<file path="config.mk">
export PLATFORM = sky130hd
export DESIGN_NAME = pps_seq
export DESIGN_NICKNAME = d
export VERILOG_FILES = /design/src/pps_pkg.sv /design/src/pps_dest.sv /design/src/pps_seq.sv
export SDC_FILE = /design/constraint.sdc
export NUM_CORES = 1
export LEC_CHECK = 0
export BUFFER_PORTS_ARGS = -buffer_cell sky130_fd_sc_hd__buf_2
export CORE_MARGIN = 1.5
export CORE_UTILIZATION = 32
export CTS_BUF_LIST = sky130_fd_sc_hd__clkbuf_4 sky130_fd_sc_hd__clkbuf_8 sky130_fd_sc_hd__clkbuf_16
export DETAILED_ROUTE_END_ITERATION = 10
export HOLD_SLACK_MARGIN = 0.15
export SETUP_SLACK_MARGIN = 0.4
export SYNTH_ARGS = -nofsm -noshare
export SYNTH_HDL_FRONTEND = slang
export SYNTH_HIERARCHICAL = 1
export SYNTH_SLANG_ARGS = --single-unit
</file>
<file path="constraint.sdc">
create_clock -name clock -period 5.4 [get_ports clock]
set_input_delay 1.08 -clock clock [delete_from_list [all_inputs] [get_ports clock]]
set_output_delay 1.08 -clock clock [all_outputs]
set_load 0.01 [all_outputs]
</file>
<file path="src/pps_pkg.sv">
package pps_pkg;

  // Register byte addresses on the Avalon slave
  localparam logic [4:0] ADDR_CTRL      = 5'h00;
  localparam logic [4:0] ADDR_TARGET    = 5'h04;
  localparam logic [4:0] ADDR_WRAP_MODE = 5'h08;
  localparam logic [4:0] ADDR_WRAP_EN   = 5'h0C;
  localparam logic [4:0] ADDR_POS_WIN   = 5'h10;
  localparam logic [4:0] ADDR_STATUS    = 5'h14;
  localparam logic [4:0] ADDR_DEST      = 5'h18;
  localparam logic [4:0] ADDR_CMD_POS   = 5'h1C;

  // Control word bit positions
  localparam int CB_STROBE    = 4;
  localparam int CB_IMMEDIATE = 5;
  localparam int CB_ABS_REL   = 6;
  localparam int CB_HALT      = 8;
  localparam int CB_REL_ORIG  = 12;
  localparam int CB_PUSH      = 13;
  localparam int CB_WRAP      = 14;

  // Status word bit positions
  localparam int SB_BUSY      = 0;
  localparam int SB_PENDING   = 1;
  localparam int SB_WRAP_ERR  = 2;
  localparam int SB_REACHED   = 10;
  localparam int SB_ACK       = 12;
  localparam int SB_TLC       = 15;

  // Values after reset
  localparam logic [15:0] CTRL_RST    = 16'h0000;
  localparam logic [31:0] TARGET_RST  = 32'h0000_0000;
  localparam logic [1:0]  WMODE_RST   = 2'h0;
  localparam logic [31:0] POS_WIN_RST = 32'h0000_0010;

  // Move kinds: top bit marks a wrap move, low bits the wrap mode
  typedef enum logic [2:0] {
    PPS_ABS       = 3'h0,
    PPS_INC_CMD   = 3'h1,
    PPS_INC_FB    = 3'h2,
    PPS_WRAP_ABS  = 3'h4,
    PPS_WRAP_PROX = 3'h5,
    PPS_WRAP_FWD  = 3'h6,
    PPS_WRAP_REV  = 3'h7
  } pps_kind_t;

  typedef enum logic [1:0] {
    PPS_IDLE   = 2'h0,
    PPS_RUN    = 2'h1,
    PPS_SETTLE = 2'h2
  } pps_state_t;

endpackage

</file>
<file path="src/pps_dest.sv">
`timescale 1ns/100ps
// Forms the move destination from the sampled target and move kind
module pps_dest #(
  parameter int POS_W = 32
) (
  input  wire pps_pkg::pps_kind_t  kind,    // Move kind
  input  wire logic [POS_W-1:0]    target,  // Target or travel
  input  wire logic [POS_W-1:0]    cmd_pos, // Present command position
  input  wire logic [POS_W-1:0]    fb_pos,  // Present feedback position
  output logic      [POS_W-1:0]    dest     // Destination coordinate
);

  wire [POS_W-1:0] sum_cmd;
  wire [POS_W-1:0] sum_fb;

  // Two's complement wrap of the sum is intended
  assign sum_cmd = target + cmd_pos;
  assign sum_fb  = target + fb_pos;

  // Wrap moves pass the in-range coordinate to the motion core unchanged
  assign dest = (kind == pps_pkg::PPS_INC_CMD) ? sum_cmd :
                (kind == pps_pkg::PPS_INC_FB)  ? sum_fb  :
                target;

endmodule // pps_dest

</file>
<file path="src/pps_seq.sv">
`timescale 1ns/100ps
// Contract
// - Target loaded first; set-point strobe starts a positioning move.
// - Immediate select 1: new strobe during a move replaces it at once.
// - Immediate select 0: new strobe is stored, started after current move.
// - Push bit at strobe gives rectangular self-start at profile velocity.
// - Pressing a load during push-motion sets the torque limit flag.
// - Halt or stop input while pressing stops and cancels push state.
// - Push move reaching target without contact leaves flag at 0.
// - Wrap select at strobe forces absolute wrap move, ignores abs/rel.
// - No wrap: abs/rel and relative origin choose move; push adds push.
// - Wrap mode 0..3 picks absolute, proximity, forward or reverse.
// - Absolute move: target is a coordinate measured from home.
// - Command incremental: destination is command position plus travel.
// - Feedback incremental: destination is actual position plus travel.
// - Acknowledge set on accepted start, cleared when strobe returns 0.
// - Target reached after proper completion within the position window; code also sets it when a move ends under halt, with no window check.
module pps_seq #(
  parameter int          POS_W   = 32,
  parameter logic [31:0] WIN_RST = pps_pkg::POS_WIN_RST
) (
  input  wire  logic              clock,            // 20 MHz clock
  input  wire  logic              rst,              // Sync reset, high
  input  wire  logic [4:0]        avs_address,      // Byte address
  input  wire  logic              avs_read,         // Read request
  input  wire  logic              avs_write,        // Write request
  input  wire  logic [31:0]       avs_writedata,    // Write data
  output logic       [31:0]       avs_readdata,     // Read data
  output logic                    avs_waitrequest,  // Stall
  input  wire  logic [POS_W-1:0]  cmd_pos,          // Command position
  input  wire  logic [POS_W-1:0]  fb_pos,           // Feedback position
  input  wire  logic              move_done,        // Core finished, pulse
  input  wire  logic              load_pressed,     // Core torque at limit
  input  wire  logic              stop_in,          // Stop pin, async
  output logic                    move_start,       // Start pulse
  output pps_pkg::pps_kind_t      move_kind,        // Kind of started move
  output logic       [POS_W-1:0]  move_dest,        // Destination
  output logic                    move_push,        // Push, rectangular
  output logic                    move_halt,        // Decelerate to stop
  output logic                    setpoint_ack,     // Acknowledge bit
  output logic                    target_reached,   // Target reached bit
  output logic                    torque_limit_reached_flag // Load pressed
);

  logic [15:0]        ctrl_r;
  logic [POS_W-1:0]   target_r;
  logic [1:0]         wrap_mode_r;
  logic               wrap_en_r;
  logic [31:0]        win_r;
  logic               ack_r;
  logic [31:0]        rdata_r;
  logic               strobe_prev_r;
  logic               stop_s1_r;
  logic               stop_s2_r;
  pps_pkg::pps_state_t state_r, state_nxt;
  logic               pend_r, pend_nxt;
  pps_pkg::pps_kind_t pend_kind_r, pend_kind_nxt;
  logic [POS_W-1:0]   pend_tgt_r, pend_tgt_nxt;
  logic               pend_push_r, pend_push_nxt;
  logic               push_act_r, push_act_nxt;
  logic               tlc_r, tlc_nxt;
  logic               reached_r, reached_nxt;
  logic               sp_ack_r, sp_ack_nxt;
  logic               werr_r, werr_nxt;
  logic               start_r, start_nxt;
  pps_pkg::pps_kind_t kind_r;
  logic [POS_W-1:0]   dest_r;
  logic               push_r;

  function automatic pps_pkg::pps_kind_t kind_of(input logic [15:0] cw,
                                                 input logic [1:0]  wm);
    if (cw[pps_pkg::CB_WRAP])
      kind_of = pps_pkg::pps_kind_t'({1'b1, wm});
    else if (!cw[pps_pkg::CB_ABS_REL])
      kind_of = pps_pkg::PPS_ABS;
    else if (cw[pps_pkg::CB_REL_ORIG])
      kind_of = pps_pkg::PPS_INC_FB;
    else
      kind_of = pps_pkg::PPS_INC_CMD;
  endfunction

  function automatic logic in_window(input logic [POS_W-1:0] a,
                                     input logic [POS_W-1:0] b,
                                     input logic [31:0]      w);
    logic [POS_W-1:0] d;
    d = $signed(a) >= $signed(b) ? a - b : b - a;
    in_window = d <= POS_W'(w);
  endfunction

  // Bus slave: one wait cycle on every access, read data registered
  wire bus_req   = avs_read | avs_write;
  wire bus_first = bus_req & ~ack_r;
  wire wr_fire   = avs_write & ack_r;
  assign avs_waitrequest = bus_first;
  assign avs_readdata    = rdata_r;

  wire wr_ctrl   = wr_fire & (avs_address == pps_pkg::ADDR_CTRL);
  wire wr_target = wr_fire & (avs_address == pps_pkg::ADDR_TARGET);
  wire wr_wmode  = wr_fire & (avs_address == pps_pkg::ADDR_WRAP_MODE);
  wire wr_wen    = wr_fire & (avs_address == pps_pkg::ADDR_WRAP_EN);
  wire wr_win    = wr_fire & (avs_address == pps_pkg::ADDR_POS_WIN);

  wire [31:0] status_w = 32'(
      {tlc_r, 2'h0, sp_ack_r, 1'b0, reached_r, 7'h00, werr_r,
       pend_r, state_r != pps_pkg::PPS_IDLE});
  wire [31:0] rd_mux =
      (avs_address == pps_pkg::ADDR_CTRL)      ? {16'h0000, ctrl_r}     :
      (avs_address == pps_pkg::ADDR_TARGET)    ? 32'(target_r)          :
      (avs_address == pps_pkg::ADDR_WRAP_MODE) ? {30'h0, wrap_mode_r}   :
      (avs_address == pps_pkg::ADDR_WRAP_EN)   ? {31'h0, wrap_en_r}     :
      (avs_address == pps_pkg::ADDR_POS_WIN)   ? win_r                  :
      (avs_address == pps_pkg::ADDR_STATUS)    ? status_w               :
      (avs_address == pps_pkg::ADDR_DEST)      ? 32'(dest_r)            :
      (avs_address == pps_pkg::ADDR_CMD_POS)   ? 32'(cmd_pos)           :
      32'h0000_0000;

  // Sequencing decisions
  wire strobe    = ctrl_r[pps_pkg::CB_STROBE];
  wire rise      = strobe & ~strobe_prev_r;
  wire halt_any  = ctrl_r[pps_pkg::CB_HALT] | stop_s2_r;
  wire immediate = ctrl_r[pps_pkg::CB_IMMEDIATE];
  wire running   = state_r == pps_pkg::PPS_RUN;
  pps_pkg::pps_kind_t live_kind;
  assign live_kind = kind_of(ctrl_r, wrap_mode_r);
  // Wrap moves need the wrap function enabled; otherwise refused
  wire wrap_bad  = live_kind[2] & ~wrap_en_r;
  wire accept    = rise & ~wrap_bad & ~halt_any;
  wire pressing  = running & push_act_r & load_pressed & ~halt_any;
  // Queued start uses the stored command; only when no live one wins
  wire use_pend  = running & move_done & pend_r & ~halt_any & ~accept;
  wire start_now = (accept & (~running | immediate | move_done)) | use_pend;

  pps_pkg::pps_kind_t sel_kind;
  assign sel_kind = use_pend ? pend_kind_r : live_kind;
  wire [POS_W-1:0] sel_tgt  = use_pend ? pend_tgt_r : target_r;
  wire             sel_push = use_pend ? pend_push_r
                                       : ctrl_r[pps_pkg::CB_PUSH];
  wire [POS_W-1:0] sel_dest;

  pps_dest #(.POS_W(POS_W)) u_dest (
    .kind    (sel_kind),
    .target  (sel_tgt),
    .cmd_pos (cmd_pos),
    .fb_pos  (fb_pos),
    .dest    (sel_dest)
  );

  always_comb begin
    state_nxt     = state_r;
    pend_nxt      = pend_r;
    pend_kind_nxt = pend_kind_r;
    pend_tgt_nxt  = pend_tgt_r;
    pend_push_nxt = pend_push_r;
    push_act_nxt  = push_act_r;
    tlc_nxt       = tlc_r | pressing;
    reached_nxt   = reached_r;
    werr_nxt      = werr_r | (rise & wrap_bad);
    start_nxt     = start_now;
    // Set on accept wins over the clear by a low strobe
    sp_ack_nxt    = accept | (sp_ack_r & strobe);
    if (start_now) begin
      state_nxt    = pps_pkg::PPS_RUN;
      push_act_nxt = sel_push;
      tlc_nxt      = 1'b0;
      reached_nxt  = 1'b0;
      werr_nxt     = rise & wrap_bad;
      if (use_pend)
        pend_nxt = 1'b0;
    end else if (running & halt_any & push_act_r & tlc_r) begin
      state_nxt    = pps_pkg::PPS_IDLE;
      push_act_nxt = 1'b0;
      tlc_nxt      = 1'b0;
      pend_nxt     = 1'b0;
    end else if (running & move_done) begin
      pend_nxt     = 1'b0;
      push_act_nxt = 1'b0;
      if (halt_any) begin
        state_nxt   = pps_pkg::PPS_IDLE;
        reached_nxt = 1'b1;
      end else begin
        state_nxt   = pps_pkg::PPS_SETTLE;
      end
    end else if (accept & running) begin
      pend_nxt      = 1'b1;
      pend_kind_nxt = live_kind;
      pend_tgt_nxt  = target_r;
      pend_push_nxt = ctrl_r[pps_pkg::CB_PUSH];
    end else if (state_r == pps_pkg::PPS_SETTLE) begin
      if (halt_any)
        state_nxt = pps_pkg::PPS_IDLE;
      else if (in_window(fb_pos, cmd_pos, win_r)) begin
        state_nxt   = pps_pkg::PPS_IDLE;
        reached_nxt = 1'b1;
      end
    end
  end

  always_ff @(posedge clock) begin
    if (rst) begin
      ack_r   <= 1'b0;
      rdata_r <= 32'h0000_0000;
    end else begin
      ack_r   <= bus_first;
      rdata_r <= bus_first ? rd_mux : rdata_r;
    end
  end

  always_ff @(posedge clock) begin
    if (rst) begin
      ctrl_r      <= pps_pkg::CTRL_RST;
      target_r    <= POS_W'(pps_pkg::TARGET_RST);
      wrap_mode_r <= pps_pkg::WMODE_RST;
      wrap_en_r   <= 1'b0;
      win_r       <= WIN_RST;
    end else begin
      if (wr_ctrl)   ctrl_r      <= avs_writedata[15:0];
      if (wr_target) target_r    <= avs_writedata[POS_W-1:0];
      if (wr_wmode)  wrap_mode_r <= avs_writedata[1:0];
      if (wr_wen)    wrap_en_r   <= avs_writedata[0];
      if (wr_win)    win_r       <= avs_writedata;
    end
  end

  // Stop pin crosses in through two flops
  always_ff @(posedge clock) begin
    if (rst) begin
      stop_s1_r     <= 1'b0;
      stop_s2_r     <= 1'b0;
      strobe_prev_r <= 1'b0;
    end else begin
      stop_s1_r     <= stop_in;
      stop_s2_r     <= stop_s1_r;
      strobe_prev_r <= strobe;
    end
  end

  always_ff @(posedge clock) begin
    if (rst) begin
      state_r     <= pps_pkg::PPS_IDLE;
      pend_r      <= 1'b0;
      pend_kind_r <= pps_pkg::PPS_ABS;
      pend_tgt_r  <= '0;
      pend_push_r <= 1'b0;
      push_act_r  <= 1'b0;
      tlc_r       <= 1'b0;
      reached_r   <= 1'b0;
      sp_ack_r    <= 1'b0;
      werr_r      <= 1'b0;
      start_r     <= 1'b0;
    end else begin
      state_r     <= state_nxt;
      pend_r      <= pend_nxt;
      pend_kind_r <= pend_kind_nxt;
      pend_tgt_r  <= pend_tgt_nxt;
      pend_push_r <= pend_push_nxt;
      push_act_r  <= push_act_nxt;
      tlc_r       <= tlc_nxt;
      reached_r   <= reached_nxt;
      sp_ack_r    <= sp_ack_nxt;
      werr_r      <= werr_nxt;
      start_r     <= start_nxt;
    end
  end

  // Command snapshot handed to the motion core
  always_ff @(posedge clock) begin
    if (rst) begin
      kind_r <= pps_pkg::PPS_ABS;
      dest_r <= '0;
      push_r <= 1'b0;
    end else if (start_now) begin
      kind_r <= sel_kind;
      dest_r <= sel_dest;
      push_r <= sel_push;
    end
  end

  assign move_start                = start_r;
  assign move_kind                 = kind_r;
  assign move_dest                 = dest_r;
  assign move_push                 = push_r & push_act_r;
  assign move_halt                 = halt_any;
  assign setpoint_ack              = sp_ack_r;
  assign target_reached            = reached_r;
  assign torque_limit_reached_flag = tlc_r;

  wire [POS_W-1:0] chk_sum_cmd = sel_tgt + cmd_pos;
endmodule // pps_seq

</file>
Word-level counts from Yosys, hierarchy flattened

Cells that the tools add are included.

Register bits: 200
Latch bits: 0
Memory bits (writable): 0
ROM bits: 0
Output and inout port bits: 74
Memories kept: 0

Add/sub/neg operators: 4
Multipliers: 0
Div/mod/pow operators: 0
Order comparisons: 2
Equality and inequality tests: 17
Shifts and indexed selects: 0
Mux-type cells: 40
Bitwise operators: 44
Reduce and logical (&&, ||, !) cells: 15

Operators by type and width:

| operator                                              | number |
|---|---|
| 2-to-1 mux 32 bit                                     | 12 |
| adder 32 bit                                          | 2 |
| subtractor 32 bit                                     | 2 |
| >= comparator 32 bit                                  | 1 |
| <= comparator 32 bit                                  | 1 |
| bitwise AND 1 bit                                     | 26 |
| == test 5 bit, second input constant                  | 4 |
| 2-to-1 mux 1 bit                                      | 18 |
| 2-to-1 mux 2 bit                                      | 8 |
| == test 5 x 4 -> 1 bit, second input constant         | 2 |
| NOT 1 bit                                             | 10 |
| bitwise OR 1 bit                                      | 8 |
| nonzero test 4 bit                                    | 2 |
| 2-to-1 mux 3 bit                                      | 2 |
| inequality test 2 bit, second input constant          | 3 |
| AND reduction 3 bit                                   | 2 |
| AND reduction 6 bit                                   | 1 |
| nonzero test 3 bit                                    | 2 |
| == test 5 x 3 -> 1 bit, second input constant         | 1 |
| logical NOT 5 bit                                     | 1 |
| nonzero test 5 bit                                    | 1 |
| inequality test 4 x 3 -> 1 bit, second input constant | 1 |
| inequality test 4 bit, second input constant          | 1 |
| AND reduction 4 bit                                   | 1 |
| other kinds (9)                                       | 10 |

Logic depth before layout (Yosys ltp)

Gate-level depths: netlist (run 1).

Depth after elaboration: 13
Depth in mapped cells: 24
Gate-level depth less buffers: 23

By module

Netlist (run 1), hierarchy kept.

Modules (own cells, without submodules):

| module   | instances | cells each | area each (sq um) | seq. area each (sq um) |
|---|---|---|---|---|
| pps_seq  | 1         | 1817       | 12784.8           | 4003.8 |
| pps_dest | 1         | 580        | 3935.0            | 0.0 |

Worst setup path before layout (run 1)

OpenSTA, ideal clock, no wires.

Path type: input to register
Start point: input port fb_pos[0]
End point: register reached_r, in the netlist target_reached
Arrival time: 5489 ps
Data required time: 5322 ps
Setup slack: -167 ps
Stages on the path: 23
Cells stage by stage: inv_1 ha_1 inv_1 fa_1 a21o_1 a221o_1 a22o_1 o221a_1 o22ai_4 buf_4 mux2i_1 o41ai_2 xnor2_1 ha_1 a21o_1 a21o_1 a21o_1 a211oi_1 o21ai_0 a2111oi_0 nor2_1 o31a_1 nor3_1

Longest elaborated chain between the ends: 5

RTL lines:

| what                                                      | line           | text |
|---|---|---|
| from (decl)                                               | pps_seq.sv:31  | `input wire logic [POS_W-1:0] fb_pos,` |
| subtractor 32 bit or >= comparator 32 bit (tied branches) | pps_seq.sv:86  | `d = $signed(a) >= $signed(b) ? a - b : b - a;` |
| 2-to-1 mux 32 bit *                                       | pps_seq.sv:86  |  |
| <= comparator 32 bit *                                    | pps_seq.sv:87  | `in_window = d <= POS_W'(w);` |
| inequality test 4 x 3 -> 1 bit (no source line) *         | -              |  |
| AND reduction 6 bit (no source line) *                    | -              |  |
| to (signal assigned)                                      | pps_seq.sv:258 | `reached_r <= reached_nxt;` |
| to (decl)                                                 | pps_seq.sv:62  | `logic reached_r, reached_nxt;` |

Every way passes the cells marked *; elsewhere a longest branch is shown, timed or not.
A chain may end at the register's enable or synchronous reset.

Worst setup path after layout (run 1)

Same ends and word-level chain as after synthesis.

==> results of run 1 <==
[registers in the layout (all words and copies together), names as in the netlist, 2 cells and up]
name	cells
pend_kind_r	3
avs_readdata	32
ctrl_r	16
state_r	2
pend_tgt_r	32
win_r	32
wrap_mode_r	2
move_dest	32
target_r	32
move_kind	3
[logic make-up after synthesis]
kind of cell	count (synthesis)	synth area share
simple gates	891	0.2281
compound gates	787	0.2964
buf+inv	259	0.06009
flops	200	0.2395
fa+ha+maj	161	0.1223
xor+xnor	81	0.04243
mux	18	0.01122
[area by class of cell]
cell class	count	area [sq um]	area share
clock inverters	15	166.4	0.007898
multi-input cells	1938	11970	0.5683
clock buffers	17	425.4	0.02019
flip-flops and latches	200	4004	0.1900
repair buffers	469	3179	0.1509
inverters	122	470.5	0.02233
well taps	680	850.8	0.04038
[power breakdown]
group	switching [mW]	internal [mW]	total [mW]
logic	0.799	0.636	1.43
registers	0.0130	1.49	1.51
clock network	0.673	0.625	1.30
[cells in the mapped netlist (all sizes together), types with 7 or more instances]
library cell  number
nand2            558
a21oi            326
dfxtp            200
ha               157
o21ai            137
nor2             136
clkbuf           129
inv              120
a21o              62
a211oi            48
xnor2             43
xor2              38
nand3             35
a22oi             30
nor3              29
nand4             26
o21bai            26
a311oi            23
o211ai            23
and3              21
nor2b             19
a31oi             17
mux2i             15
and2              14
nand2b            14
o21a              12
a221oi             9
a222oi             9
a21boi             8
buf                8
nor4b              7
o22ai              7
[worst min-delay path by stage]
stage	from	to	slack [ns]	cells past startpoint
floorplan	stop_s1_r	stop_s2_r	0.41	1
global placement	stop_s1_r	stop_s2_r	0.42	1
detailed placement	stop_s1_r	stop_s2_r	0.44	1
CTS	stop_s1_r	stop_s2_r	0.45	1
global route	pend_tgt_r[30]	pend_tgt_r[30]	0.47	2
finish	stop_s1_r	stop_s2_r	0.44	1
[worst register-to-register path: cells and delay by family, from the launching register on]
kind,cells,cell delay [ns]
AND/OR/NAND/NOR,10,1.83
AO/OA/AOI/OAI,6,1.55
adder cells (fa/ha/maj),1,0.51
flip-flops,1,0.35
buffers and inverters,2,0.33
[metal layers]
metal  wire length [microns]  up-vias  global-route usage
li1                        -     9133                   -
met1                   34770     9193              0.3924
met2                   33190      809              0.4266
met5                       0        -                   0
met3                    5931       76             0.03716
met4                    1199        0             0.05519
[timing repair]
item,CTS,global route
endpoints found under the hold margin,0,0
setup endpoints to repair,2,5
pin swaps,20,47
gates resized for setup,16,39
hold buffers,0,0
setup buffers,6,6
cloned,0,2
[through the flow]
step	instance area, sq um	TNS, ns	instances	util
CTS	20790	0	3433	0.4037
global route	21070	0	3441	0.4090
finish	21070	0	3441	0.4090
global placement	20100	-0.8788	3395	0.3901
detailed placement	20100	-0.9717	3395	0.3901
floorplan	16760	0	2397	-
==> parameters.txt, run 1 <==
Parameter                              Value

Status
  Outcome ... finished clean

STA
  Final Critical Period ... 5.222 ns
  Worst slew pin tran ... 1.188 ns
  RSZ-0062 raised after global routing ... yes
  Final Skew ... 0.02001 ns
  Minimum setup slack in the final design ... 0.1777 ns
  Max-slew violation count ... 0
  Final Setup Violations ... 0
  Hold violation total from the final report ... 0
  Share of the cycle needed by the critical path after routing ... 0.9671
  Worst slack on hold paths ... 0.4382 ns
  Slew headroom ... 0.2059
  Fmax ... 191.5 MHz

Detailed routing
  Post-Route WL ... 75.10 mm
  Final routed wire length divided by cell count ... 21.82 microns
  Detailed-routing iteration count for the pre-antenna-repair pass ... 6
  Total via count after detailed routing ... 19210
  Via density ... 5.583
  Number of routed nets with antenna violations ... 0
  Post-route DRC ... 0
  Violation count after the first detailed-routing iteration ... 1941

Finish
  Highest-count cells in the layout ignoring fill and taps ... 558 x nand2_1, 321 x a21oi_1, 280 x buf_4
  Final net count ... 3017
  Leading cell type in the layout, fill and taps excluded ... nand2_1
  Ratio of cells with drive above 1 in the final layout ... 0.2064
  P&R area growth vs syn ... 26.01%
  Number of antenna diodes ... 0
  Fillers ... 5512

Critical path
  Worst R2R Setup Slack ... 0.70 ns
  Family with the most delay on the worst path ... compound AO/OA/AOI/OAI gates
  FF-to-FF End ... move_dest[30]
  Endpoint class of the critical path ... flop
  Critical path capture point ... target_reached
  Crit path DAT ... 5.61 ns
  Buffers plus inverters on the worst setup path ... 7
  First element of the critical path ... fb_pos[0]
  FF-to-FF Start ... ctrl_r[8]
  Category of the worst setup path launch point ... input port
  Count of cells along the worst register-to-register path ... 19
  Library cell contributing the largest single delay on the critical path ... fa_2
  Number of stages on the worst setup path ... 26
  Crit path required time ... 5.78 ns
  Max Fanout on Critical Path ... 8
  Critical path class ... input port to flop
  Peak per-stage delay on the critical path ... 0.38 ns

Logic synthesis
  Async S/R FF share, synth ... 0
  Register bit count reported by yosys ... 200
  Yosys Warn Count ... 6
  Post-synthesis cell area ... 0.01672 sq mm
  Seq/Total Area, Yosys ... 0.2395
  Largest area contributor in the netlist ... dfxtp_1
  Post-Syn Nets ... 2666
  Mean instance size in the synthesized netlist ... 6.975 sq um
  Most used flip-flop cell after synthesis ... dfxtp_1
  Cell types occupying the most area after synthesis ... dfxtp_1 24%, nand2_1 13%, ha_1 12%
  Area share of the largest cell type after synthesis ... 0.2395
  EDFF count, synth ... 0
  Instance count of the mapped netlist ... 2397
  Number of library cell types mapped by synthesis ... 92

Global routing
  Global-route wire length before repair ... 110.7 mm
  Maximum number of pins on one net before global-route repair ... 80
  Number of global-route vias before repair ... 18040
  Total gr overflow ... 0
  Antenna violations before repair ... 1
  Global Route Usage Sum ... 0.2714

Die
  Starting density of the core ... 0.3246
  Area inside the core boundary ... 0.05151 sq mm
  Cell Rows ... 83
  Vertical die dimension ... 231.6 microns
  I/O pin count ... 182
  DIE AREA ... 0.05363 sq mm
  DIE WIDTH ... 231.6 microns

Clock tree
  CTS buffer count ... 17
  Clock buffer depth ... 2
  TritonCTS clock tree ... built
  Clock transition at path regs ... 0.08 ns
  CTS root buffer ... clkbuf_16
  Number of sinks handled by clock tree synthesis ... 200
  Clock latency of the later-clocked register in the worst-skew pair ... 0.47 ns
  Clock H-tree levels ... 4

Placement
  Placed wire-length estimate ... 60.02 mm
  Routability-driven placement congestion ratio ... 1.007
  Port Buffer Count ... 181
  Post-placement worst setup slack ... -0.5073 ns

Power and ir drop
  Leak pwr ... 9.163 nW
  Largest voltage drop on the vdd net ... 0.1997 mV
  PD cells ... 201.1 mW/mm^2
  Total power ... 4.237 mW

Worst hold path
  Type of the most critical hold path ... flop to flop

Job
  Count of maximum capacitance violations ... 0
Power figures use the tool's default switching activity.
==> run 2, diff against run 1 <==
Settings changed: BUFFER_PORTS_ARGS -buffer_cell sky130_fd_sc_hd__buf_2 to default, DONT_BUFFER_PORTS from default to 1.
==> run 2 against run 1 <==
Net effect: via count fell by 4.9%; die area did not move; combinational power down 13%; routed wire length grew 3.2%; global-route usage up 1.0 points; utilization down 3.1 points; sequential share of layout area is 1.6 points higher; worst setup slack better by 0.13 ns; largest cell class unchanged.
==> parameters.txt, run 2 (synthesis gave the netlist of run 1 again) <==
Parameter                              Value

Global routing
  Global Route Usage Sum ... 0.2815
  Antenna violations before repair ... 1
  Global-route wire length before repair ... 112.7 mm
  Total gr overflow ... 0
  Number of global-route vias before repair ... 17170
  Maximum number of pins on one net before global-route repair ... 201

Critical path
  First element of the critical path ... cmd_pos[0]
  FF-to-FF Start ... state_r[0]
  Crit path DAT ... 5.46 ns
  Crit path required time ... 5.77 ns
  Critical path class ... input port to flop
  Category of the worst setup path launch point ... input port
  Max Fanout on Critical Path ... 4
  Endpoint class of the critical path ... flop

Clock tree
  Clock H-tree levels ... 4
  Clock latency of the later-clocked register in the worst-skew pair ... 0.45 ns
  CTS root buffer ... clkbuf_16
  Number of sinks handled by clock tree synthesis ... 200
  Clock transition at path regs ... 0.08 ns
  Clock buffer depth ... 2
  Cts-stage hold buffer count ... 0
  TritonCTS clock tree ... built
  CTS buffer count ... 17

STA
  Setup tns final ... 0 ns
  RSZ-0062 raised after global routing ... yes
  Fmax ... 196.4 MHz
  Slew headroom ... 0.1644
  Final Skew ... 0.01569 ns
  Worst slew pin tran ... 1.250 ns
  Max-slew violation count ... 0
  Final Setup Violations ... 0
  Hold violation total from the final report ... 0
  Final Critical Period ... 5.093 ns
  Share of the cycle needed by the critical path after routing ... 0.9431

Detailed routing
  Detailed-routing iteration count for the pre-antenna-repair pass ... 7
  Via density ... 5.769
  Number of routed nets with antenna violations ... 0
  Total via count after detailed routing ... 18270
  Post-Route WL ... 77.52 mm
  Routed met2 length ... 32.84 mm
  Top layer used by detailed routing ... met5
  Post-route DRC ... 0
  Length of routed met3 wiring ... 6.773 mm
  Final routed wire length divided by cell count ... 24.48 microns
  Violation count after the first detailed-routing iteration ... 2160
  Met1 Wirelength ... 36.22 mm

Die
  Cell Rows ... 83
  Area inside the core boundary ... 0.05151 sq mm
  DIE WIDTH ... 231.6 microns
  I/O pin count ... 182
  DIE AREA ... 0.05363 sq mm
  Vertical die dimension ... 231.6 microns
  Starting density of the core ... 0.3246

Finish
  Non-filler cells, final ... 3166
  P&R area growth vs syn ... 16.32%
  Final net count ... 2742
  Highest-count cells in the layout ignoring fill and taps ... 557 x nand2_1, 320 x a21oi_1, 200 x dfxtp_1
  Number of antenna diodes ... 0
  Leading cell type in the layout, fill and taps excluded ... nand2_1
  Fillers ... 5546
  Ratio of cells with drive above 1 in the final layout ... 0.1203
  Core Util, Final ... 0.3776

Placement
  Port Buffer Count ... 0
  Post-Place Cells ... 3115
  Routability-driven placement congestion ratio ... 0.9680
  Placed wire-length estimate ... 61.08 mm

Power and ir drop
  PD cells ... 210.2 mW/mm^2
  Leak pwr ... 7.926 nW
  Largest voltage drop on the vdd net ... 0.1949 mV

Worst hold path
  Type of the most critical hold path ... flop to flop
  Source of the worst hold timing path ... stop_s1_r

Job
  Count of maximum capacitance violations ... 0

Status
  Outcome ... finished clean
==> run 2: cell count changes in the layout (fill, tap and decap cells not counted), sizes merged <==
cell      before  now
buf          467  194
bufinv         0    1
clkbuf        19   17
clkinv         6    7
clkinvlp       2    1
inv          129  128
==> run 2: per-stage QoR <==
step	setup WS, ns	power (mW)	area, sq um	hold WS, ns
2_1_floorplan	0.1171	2.233	16760	0.4138
3_3_place_gp	-0.3940	2.657	18440	0.4258
3_5_place_dp	-0.3549	2.652	18440	0.4255
4_1_cts	0.3335	4.036	19290	0.4451
5_1_grt	0.1270	4.248	19450	0.4605
6_report	0.3073	4.088	19450	0.4431
==> run 2: worst max-delay path: stages <==
cell and delay [ns]:
inv_1 0.04, ha_2 0.18, inv_2 0.04, fa_2 0.39, a211oi_2 0.26, buf_4 0.15, o211ai_1 0.10, a221o_1 0.39
a311o_1 0.44, a21oi_2 0.19, nand2_1 0.07, o21a_1 0.12, a21oi_2 0.17, xnor2_2 0.09, ha_1 0.19, a21o_1 0.17
a21o_1 0.15, a21o_1 0.16, a211oi_2 0.21, o21ai_2 0.11, a2111oi_2 0.24, nor2_2 0.11, o31a_1 0.25, nor3_1 0.16
==> run 2: path summary, 6_finish.rpt <==
kind	to	slack [ns]	depth (start not counted)
setup reg to reg	move_dest[30]	0.39	19
setup / recovery	target_reached	0.31	24
hold reg to reg	stop_s2_r	0.44	1
hold / removal	stop_s2_r	0.44	1
==> run 2: layer usage <==
layer  vias to the layer above  track usage
met3                        90      0.05684
met1                      8839       0.4068
met4                         2      0.06392
met5                         -            0
met2                       739       0.4257
li1                       8596            -
==> run 2: power by group <==
group | internal [mW] | leakage [nW] | switching, mW
Combinational | 0.553 | 6.02 | 0.693
Sequential | 1.49 | 1.62 | 0.0257
Clock | 0.665 | 0.293 | 0.659
Total | 2.71 | 7.93 | 1.38
==> run 2: area by class of cell <==
type	count	area [sq um]	area share
tap	680	850.8	0.04375
sequential	200	4004	0.2059
multi-input combinational	1938	11970	0.6153
inverter	122	470.5	0.02419
clock inverter	15	177.7	0.009135
timing repair buffer	194	1553	0.07984
clock buffer	17	425.4	0.02187
==> run 2: repair_timing <==
| action | in CTS | in global routing |
|---|---|---|
| pin swaps | 16 | 19 |
| setup buffers | 9 | 8 |
| gates resized for setup | 27 | 22 |
| endpoints found under the hold margin | 0 | 0 |
| cloned | 2 | 0 |
| setup endpoints to repair | 3 | 9 |
